==> config.mk <==
export PLATFORM = sky130hd
export DESIGN_NAME = vout_margin_slew_droop_regs
export DESIGN_NICKNAME = d
export VERILOG_FILES = /design/src/verilog/vout_margin_pkg.sv /design/src/verilog/margin_target_select.sv /design/src/verilog/vout_margin_slew_droop_regs.sv
export SDC_FILE = /design/constraint.sdc
export NUM_CORES = 1
export LEC_CHECK = 0
export ABC_AREA = 1
export BUFFER_PORTS_ARGS = -buffer_cell sky130_fd_sc_hd__clkbuf_2
export CAP_MARGIN = 0
export CORE_AREA = 2 2 148 150
export DETAILED_ROUTE_END_ITERATION = 10
export DIE_AREA = 0 0 150 152
export PLACE_DENSITY = 0.93
export SYNTH_ARGS = -nofsm -noshare
export SYNTH_HDL_FRONTEND = slang
export SYNTH_SLANG_ARGS = --single-unit
==> constraint.sdc <==
create_clock -name clk_sys -period 11.6 [get_ports clk_sys]
set_input_delay 1.16 -clock clk_sys [delete_from_list [all_inputs] [get_ports clk_sys]]
set_output_delay 1.16 -clock clk_sys [all_outputs]
set_load 0.01 [all_outputs]
==> src/verilog/vout_margin_pkg.sv <==
// constants shared by the margin, slew and droop register bank
package vout_margin_pkg;
    localparam int unsigned NUM_PAGES  = 2;
    localparam int unsigned PAGE_IDX_W = 1;
    localparam int unsigned DATA_W     = 16;
    localparam int unsigned CMD_W      = 8;

    // command codes of the four paged registers
    localparam logic [CMD_W-1:0] CMD_MARGIN_HIGH = 8'h25;
    localparam logic [CMD_W-1:0] CMD_MARGIN_LOW  = 8'h26;
    localparam logic [CMD_W-1:0] CMD_SLEW        = 8'h27;
    localparam logic [CMD_W-1:0] CMD_DROOP       = 8'h28;

    // page pointer value that addresses every output at once on writes; a read of it returns page 0
    localparam logic [CMD_W-1:0] PAGE_ALL = 8'hFF;

    // write-protect settings
    localparam logic [CMD_W-1:0] WP_NONE      = 8'h00;
    localparam logic [CMD_W-1:0] WP_CTRL_ONLY = 8'h40;
    localparam logic [CMD_W-1:0] WP_CTRL_VOUT = 8'h20;

    // reset values, direct format
    localparam logic [DATA_W-1:0] RST_MARGIN_HIGH = 16'h0640;
    localparam logic [DATA_W-1:0] RST_MARGIN_LOW  = 16'h00FA;
    localparam logic [DATA_W-1:0] RST_SLEW        = 16'h0064;
    localparam logic [DATA_W-1:0] RST_DROOP       = 16'h0000;
    localparam logic [DATA_W-1:0] RST_TARGET      = 16'h0000;
    localparam logic [DATA_W-1:0] READ_ZERO       = 16'h0000;

    // droop span of 16 mV/A in 10 uV/A steps is 1600 counts
    localparam logic [DATA_W-1:0] DROOP_MAX = 16'h0640;

    // operation control target selection
    typedef enum logic [1:0] {
        OP_NOMINAL     = 2'h0,
        OP_MARGIN_LOW  = 2'h1,
        OP_MARGIN_HIGH = 2'h2
    } op_sel_t;
endpackage

==> src/verilog/margin_target_select.sv <==
// per-output target selection with min/max window limiting
`timescale 1ns/1ns
`default_nettype none
module margin_target_select
    import vout_margin_pkg::*;
(
    input  wire logic              clk_sys,
    input  wire logic              rst_n,
    input  wire logic [1:0]        op_sel,
    input  wire logic [DATA_W-1:0] nominal,
    input  wire logic [DATA_W-1:0] margin_high,
    input  wire logic [DATA_W-1:0] margin_low,
    input  wire logic [DATA_W-1:0] vout_min,
    input  wire logic [DATA_W-1:0] vout_max,
    output logic      [DATA_W-1:0] target_q,
    output logic                   margin_active_q
);
    logic [DATA_W-1:0] raw;
    logic [DATA_W-1:0] target_d;

    // pick the requested target; unknown codes fall back to nominal
    always_comb begin
        case (op_sel)
            OP_MARGIN_HIGH: raw = margin_high;
            OP_MARGIN_LOW:  raw = margin_low;
            default:        raw = nominal;
        endcase
        // limit to the window; max checked first so a crossed window lands on min
        if (raw > vout_max) begin
            target_d = vout_max;
        end else begin
            target_d = raw;
        end
        if (target_d < vout_min) begin
            target_d = vout_min;
        end
    end

    // registered so the regulation loop sees a clean word
    always_ff @(posedge clk_sys) begin
        if (!rst_n) begin
            target_q        <= RST_TARGET;
            margin_active_q <= 1'b0;
        end else begin
            target_q        <= target_d;
            margin_active_q <= (op_sel == OP_MARGIN_HIGH) || (op_sel == OP_MARGIN_LOW);
        end
    end
endmodule
`default_nettype wire

==> src/verilog/vout_margin_slew_droop_regs.sv <==
// paged margin, slew-rate and droop register bank with commit staging
`timescale 1ns/1ns
`default_nettype none
// Function
// - margin-high word at 25h drives the target when margin-high is selected
// - margin-high resets to 0640h, that is 1600 mV
// - margin-low word at 26h drives the target when margin-low is selected
// - margin-low resets to 00FAh, that is 250 mV
// - slew word at 27h counts 100 uV/us steps, resets to 0064h
// - a written slew word applies only after commit; old rate holds meanwhile
// - droop word at 28h counts 10 uV/A steps, up to 16 mV/A, resets zero
// - droop changes apply only after commit, which the host must send
// - all four words are paged, two bytes, readable and writable
// - writes refused unless write protect is 00h
module vout_margin_slew_droop_regs
    import vout_margin_pkg::*;
(
    input  wire logic                              clk_sys,
    input  wire logic                              rst_n,
    input  wire logic [CMD_W-1:0]                  page,
    input  wire logic [CMD_W-1:0]                  cmd_code,
    input  wire logic                              wr_strobe,
    input  wire logic [DATA_W-1:0]                 wr_data,
    input  wire logic                              rd_strobe,
    input  wire logic [CMD_W-1:0]                  wp_setting,
    input  wire logic                              commit_settings,
    input  wire logic [NUM_PAGES-1:0][1:0]         op_sel,
    input  wire logic [NUM_PAGES-1:0][DATA_W-1:0]  vout_nominal,
    input  wire logic [NUM_PAGES-1:0][DATA_W-1:0]  vout_min,
    input  wire logic [NUM_PAGES-1:0][DATA_W-1:0]  vout_max,
    output logic      [DATA_W-1:0]                 rd_data_q,
    output logic                                   rd_valid_q,
    output logic                                   cmd_nack_q,
    output logic                                   wr_refused_q,
    output logic      [NUM_PAGES-1:0][DATA_W-1:0]  slew_applied_q,
    output logic      [NUM_PAGES-1:0][DATA_W-1:0]  droop_applied_q,
    output logic      [NUM_PAGES-1:0][DATA_W-1:0]  vout_target_q,
    output logic      [NUM_PAGES-1:0]              margin_active_q
);
    logic [NUM_PAGES-1:0][DATA_W-1:0] mh_q;
    logic [NUM_PAGES-1:0][DATA_W-1:0] ml_q;
    logic [NUM_PAGES-1:0][DATA_W-1:0] slew_pend_q;
    logic [NUM_PAGES-1:0][DATA_W-1:0] droop_pend_q;
    logic [NUM_PAGES-1:0]             pg_sel;
    logic                             page_ok;
    logic                             cmd_mapped;
    logic                             wr_allowed;
    logic [PAGE_IDX_W-1:0]            rd_page;
    logic [DATA_W-1:0]                rd_data_d;

    ////////////////////////////////////////////////////////////////////////
    // command decode

    // broadcast page writes every copy; a read of it returns page 0
    assign page_ok    = (page < CMD_W'(NUM_PAGES)) || (page == PAGE_ALL);
    assign cmd_mapped = (cmd_code == CMD_MARGIN_HIGH) || (cmd_code == CMD_MARGIN_LOW)
                     || (cmd_code == CMD_SLEW) || (cmd_code == CMD_DROOP);
    // protect gate: only the open setting lets writes in
    assign wr_allowed = (wp_setting == WP_NONE);
    assign rd_page    = (page == PAGE_ALL) ? PAGE_IDX_W'(0) : page[PAGE_IDX_W-1:0];

    ////////////////////////////////////////////////////////////////////////
    // per-page storage

    genvar p;
    generate
        for (p = 0; p < NUM_PAGES; p++) begin : g_page
            logic wr_do;
            assign pg_sel[p] = (page == CMD_W'(p)) || (page == PAGE_ALL);
            assign wr_do     = wr_strobe && cmd_mapped && page_ok && wr_allowed && pg_sel[p];

            always_ff @(posedge clk_sys) begin
                if (!rst_n) begin
                    mh_q[p]         <= RST_MARGIN_HIGH;
                    ml_q[p]         <= RST_MARGIN_LOW;
                    slew_pend_q[p]  <= RST_SLEW;
                    droop_pend_q[p] <= RST_DROOP;
                end else if (wr_do) begin
                    case (cmd_code)
                        CMD_MARGIN_HIGH: mh_q[p]         <= wr_data;
                        CMD_MARGIN_LOW:  ml_q[p]         <= wr_data;
                        CMD_SLEW:        slew_pend_q[p]  <= wr_data;
                        CMD_DROOP:       droop_pend_q[p] <= wr_data;
                        default:         mh_q[p]         <= mh_q[p];
                    endcase
                end
            end

            // staging: applied copies move only on commit
            // commit in the same cycle as a write takes the older word
            always_ff @(posedge clk_sys) begin
                if (!rst_n) begin
                    slew_applied_q[p]  <= RST_SLEW;
                    droop_applied_q[p] <= RST_DROOP;
                end else if (commit_settings) begin
                    slew_applied_q[p]  <= slew_pend_q[p];
                    // droop span limit on the applied gain
                    droop_applied_q[p] <= (droop_pend_q[p] > DROOP_MAX) ? DROOP_MAX
                                                                        : droop_pend_q[p];
                end
            end

            // margin target selection and window limit
            margin_target_select u_sel (
                .clk_sys         (clk_sys),
                .rst_n           (rst_n),
                .op_sel          (op_sel[p]),
                .nominal         (vout_nominal[p]),
                .margin_high     (mh_q[p]),
                .margin_low      (ml_q[p]),
                .vout_min        (vout_min[p]),
                .vout_max        (vout_max[p]),
                .target_q        (vout_target_q[p]),
                .margin_active_q (margin_active_q[p])
            );
        end
    endgenerate

    ////////////////////////////////////////////////////////////////////////
    // readback and status

    // read mux; unmapped codes select zero, but such reads leave the read word unchanged and flag a nack
    always_comb begin
        case (cmd_code)
            CMD_MARGIN_HIGH: rd_data_d = mh_q[rd_page];
            CMD_MARGIN_LOW:  rd_data_d = ml_q[rd_page];
            CMD_SLEW:        rd_data_d = slew_pend_q[rd_page];
            CMD_DROOP:       rd_data_d = droop_pend_q[rd_page];
            default:         rd_data_d = READ_ZERO;
        endcase
    end

    // one-cycle answers; the read word holds until the next read
    always_ff @(posedge clk_sys) begin
        if (!rst_n) begin
            rd_data_q    <= READ_ZERO;
            rd_valid_q   <= 1'b0;
            cmd_nack_q   <= 1'b0;
            wr_refused_q <= 1'b0;
        end else begin
            rd_valid_q   <= rd_strobe && cmd_mapped && page_ok;
            cmd_nack_q   <= (rd_strobe || wr_strobe) && !(cmd_mapped && page_ok);
            // refusal flag, a pulse per blocked write
            wr_refused_q <= wr_strobe && cmd_mapped && page_ok && !wr_allowed;
            if (rd_strobe && cmd_mapped && page_ok) begin
                rd_data_q <= (page_ok) ? rd_data_d : READ_ZERO;
            end
        end
    end
endmodule
`default_nettype wire

Word-level counts from Yosys, hierarchy flattened
Cells that the tools add are included.

operators by class
  magnitude comparators = 8
  equal/unequal tests = 10
  mux-type cells = 19
  reductions and logical operators = 31

operators by type and width
  cell                                                                                count
  16-bit two-way mux                                                                  15
  16-bit case mux with 2 select lines                                                 2
  16-bit case mux with 4 select lines                                                 1
  8-bit by 6-bit == test with 1-bit output (second input constant)                    4
  16-bit by 11-bit greater-than comparator with 1-bit output (second input constant)  2
  16-bit greater-than comparator                                                      2
  16-bit less-than comparator                                                         2
  8-bit zero test                                                                     2
  2-bit AND reduction                                                                 8
  1-bit logical AND                                                                   10
  1-bit logical OR                                                                    9
  8-bit by 1-bit == test with 1-bit output (second input constant)                    1
  8-bit == test (second input constant)                                               1
  8-bit by 2-bit less-than comparator with 1-bit output (second input constant)       1
  2-bit by 1-bit == test with 1-bit output (second input constant)                    2
  2-bit == test (second input constant)                                               2
  1-bit zero test                                                                     2
  1-bit by 2-bit less-than comparator with 1-bit output (second input constant)       1
  1-bit two-way mux                                                                   1

word-level totals
  register bits after elaboration = 245
  input bits = 145
  output and inout bits = 117

Longest topological paths before layout
  depth after elaboration = 9
  mapped depth = 34
  depth with buffers taken out = 31

Hierarchy
From an unflattened synthesis, not the netlist that was laid out.

second synthesis, totals
  cells, all modules = 2007
  area total of the unflattened synthesis = 13563.0 um^2

modules (own cells, without submodules)
  module                                  times used  cells each  area each (um^2)  seq. area each (um^2)
  vout_margin_slew_droop_regs             1           1365        9406.5            4224.1
  margin_target_select (g_page[0].u_sel)  1           321         2119.5            340.3
  margin_target_select (g_page[1].u_sel)  1           321         2037.0            340.3

Worst setup path before layout
No wires, ideal clock.

  kind = input-to-reg
  from = input port op_sel[2] (netlist bit)
  to = register g_page[1].u_sel.target_q[10]
  library setup time = 0.115 ns
  arrival time = 5.132 ns
  data required time = 11.485 ns
  slack = 6.353 ns
  stages = 25
  cell sequence = inv_1 > ha_1 > clkbuf_1 > inv_1 > clkbuf_1 > o21ai_0 > inv_1 > ha_1 > nand2_1 > nor3_1 > nand3_1 > nand2_1 > clkbuf_1 > nand2_1 > o21ai_0 > ha_1 > nand2_1 > inv_1 > nand3_1 > a31oi_1 > a2111oi_0 > clkbuf_1 > nand3_1 > nand2_1 > nor2_1

on the way
  cells in the longest elaborated chain, start to end = 6
  elaborated cells on any way between the ends = 7

RTL lines
  element                                                                           RTL line                           RTL
  from (decl)                                                                       vout_margin_slew_droop_regs.sv:27  input wire logic [NUM_PAGES-1:0][1:0] op_sel,
  2-bit by 1-bit == test with 1-bit output / 2-bit == test (equally long branches)  margin_target_select.sv:23         case (op_sel)
  16-bit case mux with 2 select lines *                                             margin_target_select.sv:23
  16-bit greater-than comparator                                                    margin_target_select.sv:29         if (raw > vout_max) begin
  16-bit two-way mux *                                                              margin_target_select.sv:29
  16-bit less-than comparator                                                       margin_target_select.sv:34         if (target_d < vout_min) begin
  16-bit two-way mux *                                                              margin_target_select.sv:34
  to (signal assigned)                                                              margin_target_select.sv:45         target_q <= target_d;
  to (decl)                                                                         margin_target_select.sv:15         output logic [DATA_W-1:0] target_q,

Every way passes the cells marked *; elsewhere a longest branch is shown, timed or not.
A chain may end at the register's enable or synchronous reset.

Worst setup path after layout
  from = input port op_sel[2] (netlist bit)
  to = register g_page[1].u_sel.target_q[9]

Same word-level chain as after synthesis.

==> flow_summary_export.csv <==
group,metric,value,unit
routing,drt_iter0_markers,1399,
yosys,avgSynthCellArea,7.216,um^2
floorplan,io_pins,262,
floorplan,die_area,0.02280,mm^2
run_status,run_status,"completed",
final_layout,layout-drive-gt1-share,17.60,%
cts,cts_repair_resize_count,0,
placed_design,port-buffer-count,261,
job,max_cap_violations,0,
critical_path,start_kind,"primary input",
cts,cts_tree,"done",
timing,setup_viol_count_final,0,
timing,timing.final.max_slew_violations,0,
final_layout,utilization,67.87,%
routing,ant_nets,0,
cts,clock_sinks,245,
min_path,hold_path.class,"reg2reg",
placed_design,routability_cong,1.022,
yosys,yosysUniqueCellTypes,39,
routing,avgRoutedWirePerCell,18.20,um
cts,clkLatencyLatePin,0.54,ns
pwr,power.density_cell_area,141.4,mW/mm^2
placed_design,post-dp-hpwl,28570,um
yosys,ys_warn_count,0,
placed_design,dp_cells,2159,
critical_path,timing.reg2reg.worst_path_depth,21,
yosys,yosys-top-cells-area,"dfxtp_1, a21oi_1, o21ai_0, inv_1, nand2_1",
grt,grt_overflow,0,
yosys,synth-seq-cells,245,
grt,grt_pass1_vias,11990,
routing,drt_pre_antenna_iters,9,
routing,via_density_per_instance,5.974,
yosys,syn_inst,1725,
timing,totalNegativeSetupSlack,0,ns
floorplan,die_x,150,um
floorplan,floorplan.core_area,0.02135,mm^2
cts,post_cts_hold_buffer_count,0,
floorplan,row_count,54,
floorplan,die_y,152,um
cts,path_clk_slew,0.05,ns
final_layout,layout_stage_area_growth_over_the_synthesis_result,16.41,%
routing,drt-total-wl,40030,um
critical_path,category_of_the_critical_setup_timing_path,"in2reg",
critical_path,critPathMaxFanout,32,
pwr,peak_supply_drop,0.0001072,V
timing,worst_slew_pin_slew,1.213,ns
routing,drcViolationCount,0,
cts,numCtsBuffers,26,
cts,htreeDepth,1,
floorplan,initial_utilization,58.30,%
timing,grt_setup_unrepaired,"false",
yosys,synth-edff-count,0,
cts,post-cts-setup-buffer-count,0,
yosys,netlist.top_cell.by_area,"dfxtp_1",
timing,clock-skew-final,0.01306,ns
grt,number_of_antenna_violations_at_the_first_check_in_global_routing,1,
pwr,p_leak,6.831,nW
final_layout,layoutNonFillerInstCount,2200,
routing,vias,13140,
yosys,portion_of_synthesized_cell_area_occupied_by_the_leading_cell_type,39.40,%
yosys,syn_nets,1936,
critical_path,timing.critical_path.to_type,"flip-flop",
final_layout,antennaDiodeCount,0,
timing,whs,0.4349,ns
yosys,dominantRegCellSynth,"dfxtp_1",
timing,fin_crit,5.897,ns
timing,fmax,169.6,MHz
yosys,synth_area,0.01245,mm^2
final_layout,final_nets,2118,
critical_path,worstPathArrival,6.31,ns
timing,final_min_period_over_clock_period,50.84,%
grt,grt_first_pass_wirelength,61620,um
yosys,ys_seq_area_share,39.40,%
yosys,postSynth.asyncResetShare,0,%
cts,ctsRootBufferMaster,"clkbuf_16",
timing,final_hold_viol_count,0,
pwr,total_power,2.049,mW
critical_path,worst-endpoint-required,12.01,ns
timing,slew_headroom,19.07,%
min_path,worstHoldPathCells,2,
grt,grt_start_max_net_pins,111,
cts,deepest_clock_path_buffer_count,3,
grt,globalRouteTotalUtil,33.42,%
[per-layer routing]
| layer | up-vias | track usage [%] | share of wire, % |
|---|---|---|---|
| met4 | 0 | 17.34 | 6.0 |
| li1 | 6212 | - | - |
| met3 | 160 | 7.087 | 13 |
| met5 | - | 0 | 0 |
| met1 | 5845 | 44.12 | 39 |
| met2 | 925 | 51.34 | 42 |
[synthesized netlist by cell type, drive strengths merged, types with 6 or more instances]
cell	n
o211ai	31
dfxtp	245
a211oi	6
nand2	229
a21oi	233
o21ai	249
ha	66
nor3	27
a31oi	7
a221oi	8
inv	229
nand3	69
o22ai	9
o221ai	25
nor2	133
nor4	22
buf	33
clkbuf	82
[kinds of logic (layout without fill, tap and decap cells)]
| group | count (synthesis) | after routing | share of synthesized area (%) |
|---|---|---|---|
| AO/OA/AOI/OAI | 580 | 580 | 26.17 |
| AND/OR/NAND/NOR | 488 | 488 | 17.04 |
| buffers and inverters | 346 | 541 | 10.75 |
| flip-flops | 245 | 245 | 39.40 |
| adder cells (fa/ha/maj) | 66 | 66 | 6.634 |
[worst paths after layout]
check | startpoint | endpoint | slack [ns]
worst max-delay path | op_sel[2] | g_page[1].u_sel.target_q[9] | 5.70
worst min register to register | droop_applied_q[31] | droop_applied_q[31] | 0.43
worst min-delay path | droop_applied_q[31] | droop_applied_q[31] | 0.43
worst max register to register | ml_q[23] | g_page[1].u_sel.target_q[9] | 6.92
[where the power goes]
part | internal [mW] | switching [mW] | leakage, nW
clock | 0.445 | 0.333 | 0.387
sequential | 0.872 | 0.00995 | 1.99
combinational | 0.142 | 0.248 | 4.45
[critical path, stage by stage]
cell and delay [ns]:
clkbuf_2 0.09, inv_1 0.04, ha_1 0.69, inv_1 0.37, o21ai_0 0.24, inv_1 0.07, ha_1 0.32, nand4_1 0.13
nor3_1 0.21, nand2_1 0.08, nand2_1 0.08, nand2_1 0.46, o21ai_0 0.50, ha_1 0.32, a21oi_1 0.15, nor2_1 0.05
a211oi_1 0.17, nand2_1 0.09, nand2_1 0.71, nand3_1 0.20, nand2_1 0.11, nor2_1 0.05
[final cells by class]
cell class	instances	area (um^2)
clock buffer	36	749.5
clock inverter	5	28.78
fill	1785	6859
inverter	231	867.1
multi-input combinational	1134	6222
sequential	245	4905
tap	280	350.3
timing repair buffer	269	1369
[per-stage QoR]
step	worst slack [ns]	cell area, um^2
after floorplan	6.353	12450
after global placement	5.545	13710
after global routing	5.102	14490
after CTS	5.849	14490
final	5.703	14490
after detailed placement	5.322	13710
[placed cells by master (no fill, tap or decap), types with 2 or more instances in the layout]
cell type  synthesis  routed
inv_1            225     225
nand2_2            6       6
o22ai_1            9       9
clkbuf_16          0      27
inv_2              4       4
clkbuf_1          82       5
o21ai_1           68      68
nand2_1          223     223
nor4_1            21      20
clkbuf_8           0       4
a211oi_1           6       5
a31oi_1            7       7
a32o_1             3       3
ha_1              66      66
a21oi_1          233     233
clkbuf_2           0     260
clkinv_2           0       4
o32ai_1            5       5
dfxtp_1          245     245
o21ai_0          181     181
nor2_1           130     130
nor3_1            26      26
o211ai_2          12      12
nand4_1            5       5
a221oi_1           8       8
clkinv_1           2       2
o211ai_1          19      19
o221ai_1          25      25
nor2_8             2       2
a21o_1             2       2
nand3_1           68      68
buf_4              4       9
[sequential cells by signal, indices dropped and copies added (netlist names)]
name,cells
slew_applied_q,32
droop_pend_q,32
wr_refused_q,1
cmd_nack_q,1
droop_applied_q,32
mh_q,32
g_page.u_sel.target_q,32
rd_valid_q,1
slew_pend_q,32
g_page.u_sel.margin_active_q,2
rd_data_q,16
ml_q,32
Power figures use the tool's default switching activity.
